File: config.mk
export PLATFORM = sky130hd
export DESIGN_NAME = ebs_seq
export DESIGN_NICKNAME = d
export VERILOG_FILES = /design/src/ebs_pkg.sv /design/src/ebs_pin_sync.sv /design/src/ebs_seq.sv /design/src/ebs_unit_div.sv
export SDC_FILE = /design/constraint.sdc
export NUM_CORES = 1
export LEC_CHECK = 0
export BUFFER_PORTS_ARGS = -buffer_cell sky130_fd_sc_hd__buf_4
export CAP_MARGIN = 5
export CORE_MARGIN = 5
export CORE_UTILIZATION = 56
export DETAILED_ROUTE_END_ITERATION = 10
export PLACE_DENSITY = 0.79
export SETUP_SLACK_MARGIN = 0.3
export SLEW_MARGIN = 10
export SYNTH_ARGS = -nofsm -noshare
export SYNTH_HDL_FRONTEND = slang
export SYNTH_SLANG_ARGS = --single-unit
File: constraint.sdc
create_clock -name mclk_i -period 8.27 [get_ports mclk_i]
set_clock_uncertainty 0.2 [all_clocks]
set_input_delay 0 -clock mclk_i [delete_from_list [all_inputs] [get_ports mclk_i]]
set_output_delay 0 -clock mclk_i [all_outputs]
set_load 0.05 [all_outputs]
File: src/ebs_pkg.sv
// shared types and constants of the external bus cycle phase sequencer
package ebs_pkg;

  // ==========================================================================
  // sizes
  localparam int unsigned NUM_CS  = 4;
  localparam int unsigned CS_W    = 2;
  localparam int unsigned ADDR_W  = 24;
  localparam int unsigned DATA_W  = 16;
  localparam int unsigned CNT_W   = 6;

  // ==========================================================================
  // timing
  localparam int unsigned SYS_CLK_FREQ_KHZ  = 10000;
  localparam int unsigned MIN_PIN_GAP_PS    = 12500;
  localparam int unsigned MAX_PIN_FREQ_KHZ  = 80000;
  // least cycles between pin transitions, rounded up, never below one
  localparam int unsigned MIN_GAP_CYC_RAW =
    (MIN_PIN_GAP_PS * (SYS_CLK_FREQ_KHZ / 1000) + 999999) / 1000000;
  localparam int unsigned MIN_GAP_CYC = (MIN_GAP_CYC_RAW < 1) ? 1 : MIN_GAP_CYC_RAW;
  localparam int unsigned BUS_UNIT_DIV = 1;

  // ==========================================================================
  // register offsets (byte addresses)
  localparam logic [7:0] REG_REGION0 = 8'h00;
  localparam logic [7:0] REG_REGION1 = 8'h04;
  localparam logic [7:0] REG_REGION2 = 8'h08;
  localparam logic [7:0] REG_REGION3 = 8'h0C;
  localparam logic [7:0] REG_CTRL    = 8'h10;
  localparam logic [7:0] REG_STATUS  = 8'h14;

  // ==========================================================================
  // types
  typedef enum logic [5:0] {
    PH_IDLE = 6'h01,
    PH_AB   = 6'h02,
    PH_C    = 6'h04,
    PH_D    = 6'h08,
    PH_E    = 6'h10,
    PH_F    = 6'h20
  } ebs_phase_e;

  // region_timing_config layout, 16 bits
  typedef struct packed {
    logic       ready_async;
    logic       ready_pol;
    logic       ready_en;
    logic [1:0] addr_ext_len;
    logic [1:0] hold_len;
    logic [4:0] access_len;
    logic       wdata_setup_len;
    logic [1:0] cmd_delay_len;
    logic       addr_setup_len;
  } ebs_cfg_s;

  localparam logic [15:0] REGION_CFG_RST = 16'h0030;
  localparam logic        CTRL_RST       = 1'b1;

  typedef struct packed {
    ebs_phase_e        phase;
    logic [CNT_W-1:0]  cnt;
  } ebs_step_s;

  typedef struct packed {
    logic [NUM_CS-1:0] cs_n;
    logic              ale;
    logic              rd_n;
    logic              wr_n;
    logic [ADDR_W-1:0] addr;
    logic [DATA_W-1:0] wdata;
    logic              data_oe;
  } ebs_pins_s;

  localparam ebs_pins_s PINS_IDLE = '{cs_n: '1, ale: 1'b0, rd_n: 1'b1, wr_n: 1'b1,
                                      addr: '0, wdata: '0, data_oe: 1'b0};

endpackage : ebs_pkg

File: src/ebs_pin_sync.sv
// two-flop synchroniser for pin inputs
`timescale 1ns/100ps
`default_nettype none
module ebs_pin_sync #(
  parameter int unsigned W = 1
) (
  input  wire logic         mclk_i,
  input  wire logic         sys_rst_i,
  input  wire logic [W-1:0] d_i,
  output logic      [W-1:0] q_o
);
  logic [W-1:0] meta_ff;

  always_ff @(posedge mclk_i or posedge sys_rst_i) begin
    if (sys_rst_i) begin
      meta_ff <= '0;
      q_o     <= '0;
    end else begin
      meta_ff <= d_i;
      q_o     <= meta_ff;
    end
  end
endmodule : ebs_pin_sync
`default_nettype wire

File: src/ebs_seq.sv
// external bus cycle phase sequencer top
`timescale 1ns/100ps
`default_nettype none
// What this block does
// - Every bus cycle walks the nonzero-length phases of address setup, command delay, data setup, access, hold in order.
// - Each phase length comes from the timing configuration of the selected region.
// - Address setup is one or two units, plus zero to three more on a window change.
// - Command delay is zero to three units and data setup or turnaround zero or one unit.
// - Access is 1 to 32 units and may be stretched by the ready handshake.
// - Hold of address and write data after the command is zero to three units.
// - Pin transitions stay at least 12.5 ns apart, so the clock may not pass 80 MHz.
// - The reference clock pin carries the system clock through the fast driver.
// - At each access sample point inactive ready adds a wait state, active ready ends it.
// - Asynchronous ready passes one more stage and costs at least one wait state.
module ebs_seq #(
  parameter int unsigned UNIT_DIV = ebs_pkg::BUS_UNIT_DIV
) (
  input  wire logic                          mclk_i,
  input  wire logic                          sys_rst_i,
  input  wire logic [7:0]                    reg_addr_i,
  input  wire logic [31:0]                   reg_wdata_i,
  input  wire logic                          reg_wr_i,
  input  wire logic                          reg_rd_i,
  output logic      [31:0]                   reg_rdata_o,
  input  wire logic                          req_i,
  input  wire logic                          req_we_i,
  input  wire logic [ebs_pkg::CS_W-1:0]      req_cs_i,
  input  wire logic [ebs_pkg::ADDR_W-1:0]    req_addr_i,
  input  wire logic [ebs_pkg::DATA_W-1:0]    req_wdata_i,
  output logic                               busy_o,
  output logic                               done_o,
  output logic      [ebs_pkg::DATA_W-1:0]    rdata_o,
  input  wire logic                          ready_i,
  input  wire logic [ebs_pkg::DATA_W-1:0]    data_i,
  output ebs_pkg::ebs_pins_s                 pins_o,
  output logic                               ext_clk_pin_out_sel_o
);

  // ==========================================================================
  // state
  typedef struct packed {
    ebs_pkg::ebs_phase_e               phase;
    logic [ebs_pkg::CNT_W-1:0]         cnt;
    logic [ebs_pkg::CS_W-1:0]          cs;
    logic [ebs_pkg::CS_W-1:0]          last_cs;
    logic                              last_vld;
    logic                              we;
    logic                              waited;
    logic                              rdy_late;
    logic [ebs_pkg::NUM_CS-1:0][15:0]  cfg;
    logic                              clk_out_en;
    logic [31:0]                       rdata;
    logic                              done;
    logic                              busy;
    logic [ebs_pkg::DATA_W-1:0]        rd_word;
    ebs_pkg::ebs_pins_s                pins;
  } ebs_state_s;

  ebs_state_s st_ff;
  ebs_state_s nxt_st;

  logic                        tick;
  logic                        rdy_sync;
  logic [ebs_pkg::DATA_W-1:0]  data_sync;

  ebs_unit_div #(.DIV(UNIT_DIV)) u_div (
    .mclk_i    (mclk_i),
    .sys_rst_i (sys_rst_i),
    .tick_o    (tick)
  );

  ebs_pin_sync #(.W(1)) u_rdy_sync (
    .mclk_i    (mclk_i),
    .sys_rst_i (sys_rst_i),
    .d_i       (ready_i),
    .q_o       (rdy_sync)
  );

  ebs_pin_sync #(.W(ebs_pkg::DATA_W)) u_data_sync (
    .mclk_i    (mclk_i),
    .sys_rst_i (sys_rst_i),
    .d_i       (data_i),
    .q_o       (data_sync)
  );

  // ==========================================================================
  // phase helpers
  function automatic logic [ebs_pkg::CNT_W-1:0] phase_len(
    input logic [2:0] idx, input ebs_pkg::ebs_cfg_s c, input logic chg);
    logic [ebs_pkg::CNT_W-1:0] len;
    len = '0;
    unique case (idx)
      3'd0: len = 6'({5'h00, c.addr_setup_len}) + 6'h01
                + (chg ? 6'({4'h0, c.addr_ext_len}) : 6'h00);
      3'd1: len = 6'({4'h0, c.cmd_delay_len});
      3'd2: len = 6'({5'h00, c.wdata_setup_len});
      3'd3: len = 6'({1'b0, c.access_len}) + 6'h01;
      3'd4: len = 6'({4'h0, c.hold_len});
      default: len = '0;
    endcase
    return len;
  endfunction : phase_len

  function automatic ebs_pkg::ebs_phase_e idx_phase(input logic [2:0] idx);
    ebs_pkg::ebs_phase_e p;
    p = ebs_pkg::PH_IDLE;
    unique case (idx)
      3'd0: p = ebs_pkg::PH_AB;
      3'd1: p = ebs_pkg::PH_C;
      3'd2: p = ebs_pkg::PH_D;
      3'd3: p = ebs_pkg::PH_E;
      3'd4: p = ebs_pkg::PH_F;
      default: p = ebs_pkg::PH_IDLE;
    endcase
    return p;
  endfunction : idx_phase

  // first phase at or after idx with a nonzero length, idle past the end
  function automatic ebs_pkg::ebs_step_s step_from(
    input logic [2:0] idx, input ebs_pkg::ebs_cfg_s c, input logic chg);
    ebs_pkg::ebs_step_s s;
    logic               found;
    logic [ebs_pkg::CNT_W-1:0] len;
    s.phase = ebs_pkg::PH_IDLE;
    s.cnt   = '0;
    found   = 1'b0;
    for (int k = 0; k < 5; k++) begin
      len = phase_len(3'(k), c, chg);
      if (!found && 3'(k) >= idx && len != '0) begin
        found   = 1'b1;
        s.phase = idx_phase(3'(k));
        s.cnt   = len - 6'h01;
      end
    end
    return s;
  endfunction : step_from

  function automatic logic [2:0] phase_idx(input ebs_pkg::ebs_phase_e p);
    logic [2:0] i;
    i = 3'd5;
    unique case (p)
      ebs_pkg::PH_AB: i = 3'd0;
      ebs_pkg::PH_C:  i = 3'd1;
      ebs_pkg::PH_D:  i = 3'd2;
      ebs_pkg::PH_E:  i = 3'd3;
      ebs_pkg::PH_F:  i = 3'd4;
      ebs_pkg::PH_IDLE: i = 3'd5;
    endcase
    return i;
  endfunction : phase_idx

  ebs_pkg::ebs_cfg_s cur_cfg;
  assign cur_cfg = ebs_pkg::ebs_cfg_s'(st_ff.cfg[st_ff.cs]);

  // ==========================================================================
  // next state
  always_comb begin
    ebs_pkg::ebs_cfg_s  rcfg;
    ebs_pkg::ebs_step_s stp;
    logic               chg;
    logic               rdy_lvl;
    logic               rdy_act;
    rcfg    = ebs_pkg::ebs_cfg_s'(st_ff.cfg[req_cs_i]);
    stp     = '{phase: ebs_pkg::PH_IDLE, cnt: '0};
    chg     = !st_ff.last_vld || (req_cs_i != st_ff.last_cs);
    rdy_lvl = 1'b0;
    rdy_act = 1'b0;
    nxt_st  = st_ff;
    nxt_st.done     = 1'b0;
    nxt_st.rdata    = 32'h0000_0000;
    // async mode adds a third stage behind the synchroniser
    nxt_st.rdy_late = rdy_sync;

    if (reg_wr_i) begin
      unique case (reg_addr_i)
        ebs_pkg::REG_REGION0: nxt_st.cfg[0] = reg_wdata_i[15:0];
        ebs_pkg::REG_REGION1: nxt_st.cfg[1] = reg_wdata_i[15:0];
        ebs_pkg::REG_REGION2: nxt_st.cfg[2] = reg_wdata_i[15:0];
        ebs_pkg::REG_REGION3: nxt_st.cfg[3] = reg_wdata_i[15:0];
        ebs_pkg::REG_CTRL:    nxt_st.clk_out_en = reg_wdata_i[0];
        default: ;
      endcase
    end
    if (reg_rd_i) begin
      unique case (reg_addr_i)
        ebs_pkg::REG_REGION0: nxt_st.rdata = {16'h0000, st_ff.cfg[0]};
        ebs_pkg::REG_REGION1: nxt_st.rdata = {16'h0000, st_ff.cfg[1]};
        ebs_pkg::REG_REGION2: nxt_st.rdata = {16'h0000, st_ff.cfg[2]};
        ebs_pkg::REG_REGION3: nxt_st.rdata = {16'h0000, st_ff.cfg[3]};
        ebs_pkg::REG_CTRL:    nxt_st.rdata = {31'h0000_0000, st_ff.clk_out_en};
        ebs_pkg::REG_STATUS:  nxt_st.rdata = {22'h00_0000, st_ff.last_vld, st_ff.last_cs,
                                              st_ff.we, st_ff.phase};
        default:              nxt_st.rdata = 32'h0000_0000;
      endcase
    end

    unique case (st_ff.phase)
      ebs_pkg::PH_IDLE: begin
        if (req_i) begin
          stp             = step_from(3'd0, rcfg, chg);
          nxt_st.phase    = stp.phase;
          nxt_st.cnt      = stp.cnt;
          nxt_st.cs       = req_cs_i;
          nxt_st.last_cs  = req_cs_i;
          nxt_st.last_vld = 1'b1;
          nxt_st.we       = req_we_i;
          nxt_st.waited   = 1'b0;
          nxt_st.pins.addr  = req_addr_i;
          nxt_st.pins.wdata = req_wdata_i;
        end
      end
      default: begin
        if (tick) begin
          if (st_ff.cnt != '0) begin
            nxt_st.cnt = st_ff.cnt - 6'h01;
          end else if (st_ff.phase == ebs_pkg::PH_E && cur_cfg.ready_en &&
                       cur_cfg.ready_async && !st_ff.waited) begin
            nxt_st.waited = 1'b1;
          end else begin
            rdy_lvl = cur_cfg.ready_async ? st_ff.rdy_late : rdy_sync;
            rdy_act = (rdy_lvl == cur_cfg.ready_pol);
            if (st_ff.phase == ebs_pkg::PH_E && cur_cfg.ready_en && !rdy_act) begin
              nxt_st.waited = 1'b1;
            end else begin
              if (st_ff.phase == ebs_pkg::PH_E) begin
                nxt_st.rd_word = st_ff.we ? st_ff.rd_word : data_sync;
              end
              stp          = step_from(phase_idx(st_ff.phase) + 3'd1, cur_cfg, 1'b0);
              nxt_st.phase = stp.phase;
              nxt_st.cnt   = stp.cnt;
              nxt_st.done  = (stp.phase == ebs_pkg::PH_IDLE);
            end
          end
        end
      end
    endcase

    // pins follow the phase being entered
    nxt_st.pins.cs_n    = '1;
    if (nxt_st.phase != ebs_pkg::PH_IDLE) begin
      nxt_st.pins.cs_n[nxt_st.cs] = 1'b0;
    end
    nxt_st.pins.ale     = (nxt_st.phase == ebs_pkg::PH_AB);
    nxt_st.pins.rd_n    = !(nxt_st.phase == ebs_pkg::PH_E && !nxt_st.we);
    nxt_st.pins.wr_n    = !(nxt_st.phase == ebs_pkg::PH_E && nxt_st.we);
    nxt_st.pins.data_oe = nxt_st.we && (nxt_st.phase == ebs_pkg::PH_D ||
                          nxt_st.phase == ebs_pkg::PH_E || nxt_st.phase == ebs_pkg::PH_F);
    nxt_st.busy         = (nxt_st.phase != ebs_pkg::PH_IDLE);
  end

  always_ff @(posedge mclk_i or posedge sys_rst_i) begin
    if (sys_rst_i) begin
      st_ff            <= '0;
      st_ff.phase      <= ebs_pkg::PH_IDLE;
      st_ff.cfg        <= {ebs_pkg::NUM_CS{ebs_pkg::REGION_CFG_RST}};
      st_ff.clk_out_en <= ebs_pkg::CTRL_RST;
      st_ff.pins       <= ebs_pkg::PINS_IDLE;
    end else begin
      st_ff <= nxt_st;
    end
  end

  // ==========================================================================
  // outputs
  assign reg_rdata_o = st_ff.rdata;
  assign busy_o      = st_ff.busy;
  assign done_o      = st_ff.done;
  assign rdata_o     = st_ff.rd_word;
  assign pins_o      = st_ff.pins;
  // pad mux routes the system clock to the pin through the fast driver
  assign ext_clk_pin_out_sel_o = st_ff.clk_out_en;

  // ==========================================================================
  // checks
  AST_AB_NEXT: assert property (@(posedge mclk_i) disable iff (sys_rst_i)
    st_ff.phase == ebs_pkg::PH_AB |=> st_ff.phase != ebs_pkg::PH_IDLE && st_ff.phase != ebs_pkg::PH_F)
    else $error("address setup left out of order");
  AST_F_NEXT: assert property (@(posedge mclk_i) disable iff (sys_rst_i)
    st_ff.phase == ebs_pkg::PH_F |=> st_ff.phase inside {ebs_pkg::PH_F, ebs_pkg::PH_IDLE})
    else $error("hold phase left out of order");
  AST_E_LOAD: assert property (@(posedge mclk_i) disable iff (sys_rst_i)
    st_ff.phase != ebs_pkg::PH_E && nxt_st.phase == ebs_pkg::PH_E
    |=> st_ff.cnt == 6'({1'b0, cur_cfg.access_len}))
    else $error("access length not taken from region");
  AST_AB_MAX: assert property (@(posedge mclk_i) disable iff (sys_rst_i)
    st_ff.phase == ebs_pkg::PH_AB |-> st_ff.cnt <= 6'h04)
    else $error("address setup above five units");
  AST_C_D_MAX: assert property (@(posedge mclk_i) disable iff (sys_rst_i)
    (st_ff.phase == ebs_pkg::PH_C |-> st_ff.cnt <= 6'h02) and
    (st_ff.phase == ebs_pkg::PH_D |-> st_ff.cnt == 6'h00))
    else $error("command delay or data setup too long");
  AST_F_MAX: assert property (@(posedge mclk_i) disable iff (sys_rst_i)
    st_ff.phase == ebs_pkg::PH_F |-> st_ff.cnt <= 6'h02)
    else $error("hold phase too long");
  AST_SKIP_C: assert property (@(posedge mclk_i) disable iff (sys_rst_i)
    st_ff.phase == ebs_pkg::PH_AB && nxt_st.phase != ebs_pkg::PH_AB && cur_cfg.cmd_delay_len == 2'b00
    |=> st_ff.phase != ebs_pkg::PH_C)
    else $error("zero command delay not skipped");
  AST_RDY_WAIT: assert property (@(posedge mclk_i) disable iff (sys_rst_i)
    st_ff.phase == ebs_pkg::PH_E && tick && st_ff.cnt == '0 && cur_cfg.ready_en &&
    !cur_cfg.ready_async && (rdy_sync != cur_cfg.ready_pol) |=> st_ff.phase == ebs_pkg::PH_E)
    else $error("inactive ready did not add a wait state");
  AST_ASYNC_WAIT: assert property (@(posedge mclk_i) disable iff (sys_rst_i)
    $rose(st_ff.phase == ebs_pkg::PH_E) && cur_cfg.ready_en && cur_cfg.ready_async
    |-> (st_ff.phase == ebs_pkg::PH_E) [*2])
    else $error("asynchronous ready ended access without a wait state");
  AST_DONE_IDLE: assert property (@(posedge mclk_i) disable iff (sys_rst_i)
    done_o |-> !busy_o && $past(st_ff.phase) != ebs_pkg::PH_IDLE)
    else $error("done without a finished cycle");

endmodule : ebs_seq
`default_nettype wire

File: src/ebs_unit_div.sv
// bus time unit divider: one-cycle tick every DIV clocks
`timescale 1ns/100ps
`default_nettype none
module ebs_unit_div #(
  parameter int unsigned DIV = 1
) (
  input  wire logic mclk_i,
  input  wire logic sys_rst_i,
  output logic      tick_o
);
  // never faster than the pin transition limit allows
  localparam int unsigned EFF = (DIV < ebs_pkg::MIN_GAP_CYC) ? ebs_pkg::MIN_GAP_CYC : DIV;
  localparam logic [7:0]  TOP = 8'(EFF - 1);
  logic [7:0] cnt_ff;

  always_ff @(posedge mclk_i or posedge sys_rst_i) begin
    if (sys_rst_i) begin
      cnt_ff <= 8'h00;
      tick_o <= 1'b0;
    end else begin
      tick_o <= (cnt_ff == TOP);
      cnt_ff <= (cnt_ff == TOP) ? 8'h00 : cnt_ff + 8'h01;
    end
  end
endmodule : ebs_unit_div
`default_nettype wire

# --- Yosys cells after proc, flatten, opt, wreduce, memory -nomap -nowiden ---
# Index checks and enable logic that the tools add are counted.
totals:
  regBits: 226
  wordCells: 270
  inputBits: 105
op_classes:
  n_mux: 122
  order_cmp: 9
  n_eq_ne: 23
  reduce_logical: 62
  n_bitwise: 6
  addsub: 18
op_table:
  columns: ["cell", "count"]
  rows:
  - ["2-to-1 mux 6 bit", 38]
  - ["2-to-1 mux 12 bit", 17]
  - ["case mux 16 bit (6 select lines)", 1]
  - ["nonzero test 6 bit", 11]
  - ["subtractor 6 x 1 -> 6 bit (second input constant)", 11]
  - ["binary-select mux 16 bit (select 2 bit)", 2]
  - ["2-to-1 mux 1 bit", 48]
  - ["2-to-1 mux 16 bit", 2]
  - ["2-to-1 mux 8 bit", 3]
  - ["logical AND 1 bit", 21]
  - ["2-to-1 mux 19 bit", 1]
  - ["equality test 8 x 4 -> 1 bit (second input constant)", 2]
  - ["equality test 8 x 5 -> 1 bit (second input constant)", 2]
  - ["zero test 8 bit", 2]
  - ["2-to-1 mux 3 bit", 5]
  - ["case mux 3 bit (5 select lines)", 1]
  - ["zero test 1 bit", 14]
  - ["2-to-1 mux 13 bit", 1]
  - ["adder 5 x 1 -> 6 bit (second input constant)", 2]
  - ["equality test 6 x 1 -> 1 bit (second input constant)", 2]
  - ["equality test 6 x 2 -> 1 bit (second input constant)", 2]
  - ["equality test 6 x 4 -> 1 bit (second input constant)", 2]
  - ["equality test 6 x 5 -> 1 bit (second input constant)", 2]
  - ["equality test 6 bit (second input constant)", 2]
  - ["28 further kinds", 46]

# --- Depth between registers and ports, before layout ---
# Gate-level depths: netlist (run 1).
logic_depth:
  depth_word: 65
  ltp_mapped: 17

# --- Hierarchy ---
# A second synthesis (run 1) with hierarchy kept.
hier_totals:
  cells_unflattened: 980
  area_unflattened_um2: 10815.4
by_module_without_submodules:
  columns: ["module", "cells_per_inst", "area_per_inst_um2", "seq_area_each_um2", "n_inst"]
  rows:
  - ["ebs_seq", 913, 9574.2, 4199.0, 1]
  - ["ebs_pin_sync (u_data_sync)", 33, 804.5, 800.8, 1]
  - ["ebs_unit_div", 31, 382.9, 225.2, 1]
  - ["ebs_pin_sync (u_rdy_sync)", 3, 53.8, 50.0, 1]

# --- Worst setup path after synthesis (run 1) ---
# Ideal clock, no wire load.
synth_timing:
  path_type: "in2reg"
  startpoint: "input req_cs_i[0] (netlist name)"
  endpoint: "register st_ff, in the netlist pins_o[42]"
  required_ps: 7976
  setup_ps: 94
  cell_stages: 14
  arrival_ps: 3435
  n_path_buf: 2
  path_slack_ps: 4541
  cell_sequence: "buf_2 -> buf_1 -> mux4_2 -> nand2_1 -> ha_1 -> ha_1 -> inv_1 -> ha_1 -> nand3b_1 -> or2_2 -> nor2_1 -> a2bb2oi_1 -> or3_4 -> or4b_1"
synth_rtl:
  columns: ["element", "line_no", "rtl"]
  rows:
  - ["start: declaration", "ebs_seq.sv:27", "input wire logic [ebs_pkg::CS_W-1:0] req_cs_i,"]
  - ["end signal: assignment", "ebs_seq.sv:259", "st_ff <= nxt_st;"]
  - ["end: declaration", "ebs_seq.sv:59", "ebs_state_s st_ff;"]

==> results of run 1 <==
## how the worst max path moves through the flow
stage	startpoint	end	slack, ps	cells past startpoint
detailed placement	st_ff[182]	pins_o[42]	4310	10
global placement	st_ff[178]	pins_o[42]	4400	10
finish	st_ff[182]	pins_o[42]	4280	10
floorplan	sys_rst_i	busy_o	2360	1
CTS	st_ff[182]	pins_o[42]	4300	10
global route	st_ff[182]	busy_o	4090	10
## cell usage after synthesis, drive strengths merged, types with 12 or more instances
master	number
clkbuf	18
mux2i	29
mux2	83
a21oi	19
dfstp	16
nor2	47
inv	32
nand2	164
mux4	26
o211ai	12
buf	113
o21ai	18
xnor2	18
dfrtp	194
ha	22
## kinds of logic after synthesis
logic type                 after synthesis
AOI/OAI and AO/OA                      103
and+or+nand+nor                        303
DFF                                    210
buffers and inverters                  163
adders and majority gates               22
xor gates and xnor gates                21
muxes                                  138
other                                    1
## sequential cells by signal (all words and copies together), names as in the netlist
register	count
st_ff	84
u_data_sync.meta_ff	16
u_div.tick_o	1
ext_clk_pin_out_sel_o	1
reg_rdata_o	16
u_div.cnt_ff	8
done_o	1
rdata_o	16
pins_o	48
u_rdy_sync.q_o	1
u_data_sync.q_o	16
busy_o	1
u_rdy_sync.meta_ff	1
## where the power goes
group | internal, mW | switching [mW] | total, mW
combinational | 0.215 | 0.253 | 0.469
sequential | 1.07 | 0.0246 | 1.09
clock | 0.647 | 0.397 | 1.04
## layer usage
| layer | share of wire | vias up |
|---|---|---|
| met5 | 0 | - |
| met2 | 0.49 | 309 |
| li1 | - | 3610 |
| met1 | 0.41 | 3816 |
| met3 | 0.074 | 50 |
| met4 | 0.028 | 0 |
## cell type report
cell class,instances,area share
flip-flops and latches,210,0.395
well taps,234,0.0219
inverters,32,0.00955
multi-input cells,603,0.336
clock buffers,36,0.0527
clock inverters,6,0.00656
repair buffers,282,0.178
## through the flow
stage / power (mW) / setup slack [ps] / utilization
global route: 2.72 / 4090 / 0.712
finish: 2.60 / 4280 / 0.712
floorplan: 1.43 / 2360 / -
CTS: 2.62 / 4300 / 0.712
global placement: 1.52 / 4400 / 0.613
detailed placement: 1.53 / 4310 / 0.613
## worst max-delay path, stage by stage, from the launching register on
cell	delay (ps)
dfrtp_1	500
or3_1	420
or3_1	410
ha_1	350
or2_2	300
o2111ai_1	190
and2_1	340
a21oi_2	90
a2bb2oi_1	190
or3_4	420
or4b_1	490
==> impl_metrics.toml, run 1 <==
[outcome]
status = "finished, final reports clean"

[setup_path]
rrSetupSlack_ps = 4280
cp-start-kind = "flip-flop"
r2r_cells = 10
regToRegStartpoint = "st_ff[182]"
worstPathMaxFanout = 8
path_class = "reg2reg"
timing.rr.end = "pins_o[42]"
required_ps = 8490
timing.critical_path.to_type = "flip-flop"
cp_data_arrival_time_ps = 4210

[timing]
whs_ps = 8.03
fmax_ghz = 0.251
worst_pin_slew_ps = 1050
fin_setup_tns_ps = 0
hold_violations = 0
period_share = 0.483
slew_viol_final = 0
rsz0062_at_grt = "false"
max-slew-margin-rel = 0.302
fin_crit_ps = 3990
setup_viol = 0

[route]
wire_per_inst_um = 18.8
drt_first_pass_iters = 5
drc = 0
num_vias = 7785
ant_nets = 0
first_iter_violations = 585
wl_um = 26400
viasPerCell = 5.55

[yosys]
synth_simple_gate_area_frac = 0.132
synth_xor_xnor_area_share = 0.0172
synth_top_area_cell = "dfrtp_1"
synth-seq-area-share = 0.493
synth_top_family_by_area = "multiplexers"
synth_area_um2 = 10700
async_flop_share = 1.00
yosys.area_share.adder = 0.0257
ys_types = 71
synthFlopType = "dfrtp_1"
synth_seq_cells = 210
synth_edf_count = 0
synth_compound_area_frac = 0.0685
synth.area.mux_share = 0.169
syn_inst = 961
synth_top_cell_area_share = 0.453
synthTopCellsByArea = "dfrtp_1 (45%), mux2_2 (8.5%), buf_4 (6.8%)"
yosysWarnings = 0
syn_area_per_cell_um2 = 11.1

[clock_tree]
clk_pin_slew_ps = 60
cts_made_buffers = 23
clock-root-buffer = "clkbuf_16"
cts_hold_buf = 106
cts_sinks = 210
max-clock-path-buffers = 3
cts_resized = 0
cts_tree = "built"
cts_max_level = 1
insertion_delay_ps = 510
post_cts_buffers = 0

[power]
peakVddDrop_v = 0.000174
pwr_density_cell_nw_per_um2 = 195
p_leak_nw = 6.47

[global_routing]
grt.met3_usage = 0.0463
busiest_layer = "met2"
gr-usage-met2 = 0.403
grt_start_max_net_pins = 127
grtUsageMet1 = 0.317
antenna_found_initial = 0
grt_pass1_wl_um = 42500
grt_usage = 0.239
grt_pass1_vias = 8090
grt-ovfl-total = 0

[cells_and_area]
fin_nets = 1279
area_growth_pct = 24.7
num_antenna_cells = 0
drive_above_1_share = 0.311
multiInputGateArea_um2 = 4490
layout_common_cells = "dfrtp_1 (194), buf_4 (176), nand2_1 (163)"
final_common_cell = "dfrtp_1"
fillers = 1285
fin_area_um2 = 13400
layout.cells.non_filler = 1403
regArea_um2 = 5280

[placed_design]
gp_congestion = 0.928
post_dp_cell_area_um2 = 11500
place_inst = 1255
place.port_buffers = 171
dp_hpwl_um = 16900

[die]
die_h_um = 148
core_area_um2 = 18800
die_x_um = 148
io_pins = 204
rows = 50
start_util = 0.571
die_area_um2 = 22000

[job]
drv_cap = 0

[worst_hold_path]
hp-class = "in2async"
Power figures use the tool's default switching activity.
==> inputs of run 2 (changes only) <==
==> constraint.sdc (replaced) <==
create_clock -name mclk_i -period 3.9 [get_ports mclk_i]
set_clock_uncertainty 0.2 [all_clocks]
set_input_delay 0 -clock mclk_i [delete_from_list [all_inputs] [get_ports mclk_i]]
set_output_delay 0 -clock mclk_i [all_outputs]
set_load 0.05 [all_outputs]
==> impl_metrics.toml, run 2 (synthesis results as in run 1) <==
[cells_and_area]
final_common_cell = "buf_4"
drive_above_1_share = 0.333
largest_reg_flops = 84
fin_nets = 1311
area_growth_pct = 27.2
num_antenna_cells = 0
regMostFlops = "st_ff"
layout_common_cells = "buf_4 (201), dfrtp_1 (192), nand2_1 (162)"

[die]
rows = 50
io_pins = 204
die_x_um = 148
die_area_um2 = 22000
core_area_um2 = 18800
start_util = 0.571
die_h_um = 148

[setup_path]
worst-path-buf-inv = 2
crit_chain = "or3_4 -> or3_4 -> inv_4 -> ha_4 -> or3_4 -> o2111ai_2 -> and2_4 -> buf_4 -> and3_4 -> o22a_1 -> or3_4 -> or4b_1"
path_class = "reg2reg"
slowest_stage = "or4b_1"
critPathMaxStageDelay_ps = 470
crit_top_cell = "or3_4"
crit_family = "simple AND/OR/NAND/NOR gates"
timing.critical_path.to_type = "flip-flop"
worstPathMaxFanout = 7
cp-start-kind = "flip-flop"
cp_data_arrival_time_ps = 3720
required_ps = 4120

[job]
drv_cap = 0

[clock_tree]
cts_sinks = 210
max-clock-path-buffers = 3
clock-root-buffer = "clkbuf_16"
cts_tree = "built"
cts_max_level = 1
insertion_delay_ps = 510
clk_pin_slew_ps = 60
cts_made_buffers = 22

[route]
wire_per_inst_um = 19.4
drc = 0
ant_nets = 0
num_vias = 8089
wl_um = 27800
first_iter_violations = 429
viasPerCell = 5.64
drt_first_pass_iters = 5

[timing]
rsz0062_at_grt = "false"
setup_viol = 0
worst_pin_slew_ps = 1050
fin_crit_ps = 3510
slew_viol_final = 0
max-slew-margin-rel = 0.300
hold_violations = 0
fin_setup_tns_ps = 0
period_share = 0.899
fmax_ghz = 0.285

[global_routing]
grt_usage = 0.251
grt_pass1_wl_um = 44500
grt_pass1_vias = 8370
grt_start_max_net_pins = 86
grt-ovfl-total = 0
antenna_found_initial = 0

[power]
pwr_density_cell_nw_per_um2 = 397
p_total_mw = 5.41
p_leak_nw = 6.59
peakVddDrop_v = 0.000315

[placed_design]
place.port_buffers = 171
dp_hpwl_um = 17900
gp_congestion = 0.891

[outcome]
status = "finished, final reports clean"

[worst_hold_path]
hp-class = "in2reg"
==> run 2: changes by cell type in the layout (fill, tap and decap cells not counted), sizes merged <==
cell | previous run | this run
buf | 176 | 204
clkinv | 3 | 1
inv | 33 | 32
bufinv | 2 | 0
dlygate4sd3 | 106 | 111
clkinvlp | 0 | 1
clkbuf | 36 | 38
==> run 2: path summary, 6_finish.rpt <==
| check | cells after the start | startpoint | end | slack, ps |
|---|---|---|---|---|
| max in group asynchronous | 4 | sys_rst_i | st_ff[169] | 2380 |
| hold / removal | 4 | req_addr_i[8] | pins_o[25] | 40 |
| setup / recovery | 12 | st_ff[177] | pins_o[42] | 390 |
| setup reg to reg | 12 | st_ff[177] | pins_o[42] | 390 |
| min in group asynchronous | 3 | sys_rst_i | u_data_sync.q_o[5] | 140 |
| hold reg to reg | 0 | u_data_sync.meta_ff[3] | u_data_sync.q_o[3] | 150 |
==> run 2: final cells by class <==
class,count,area (µm²)
fillers,1253,5140
flip-flops and latches,210,5280
multi-input cells,603,4580
inverters,32,126
clock inverters,2,13.8
clock buffers,38,662
repair buffers,315,2670
well taps,234,293
==> run 2: metal layers <==
metal,track usage,up-vias,part of all wire
li1,-,3673,-
met1,0.329,4026,0.41
met2,0.418,327,0.49
met3,0.0573,63,0.074
met4,0.0794,0,0.028
met5,0,-,0
==> run 2: where the power goes <==
part | leakage (nW) | total, mW | internal, mW | switching [mW]
sequential | 2.76 | 2.31 | 2.26 | 0.0490
clock | 0.328 | 1.98 | 1.15 | 0.832
combinational | 3.50 | 1.12 | 0.543 | 0.579
total | 6.59 | 5.41 | 3.95 | 1.46
==> run 2: tightest hold or removal path, cell delays in order <==
cell           delay, ps
dlygate4sd3_1        520
buf_4                100
nand2_1               40
nand2_1               50
==> run 2: repair_timing <==
item | in CTS | in global routing
buffers inserted | 1 | 4
pin swaps | 0 | 5
hold endpoints to repair | 194 | 0
hold buffers | 111 | 0
setup endpoints to repair | 1 | 8
resized for setup | 4 | 19
==> run 2: through the flow <==
step / hold slack, ps / utilization / setup WS, ps / std cells / area, µm²
after floorplan: -169 / - / 310 / 976 / 10800
after global placement: -90.2 / 0.623 / 267 / 1278 / 11700
after global routing: 53.6 / 0.726 / 292 / 1434 / 13600
after detailed placement: -89.2 / 0.623 / 228 / 1278 / 11700
after CTS: 19.5 / 0.720 / 308 / 1430 / 13500
final: 44.1 / 0.726 / 395 / 1434 / 13600
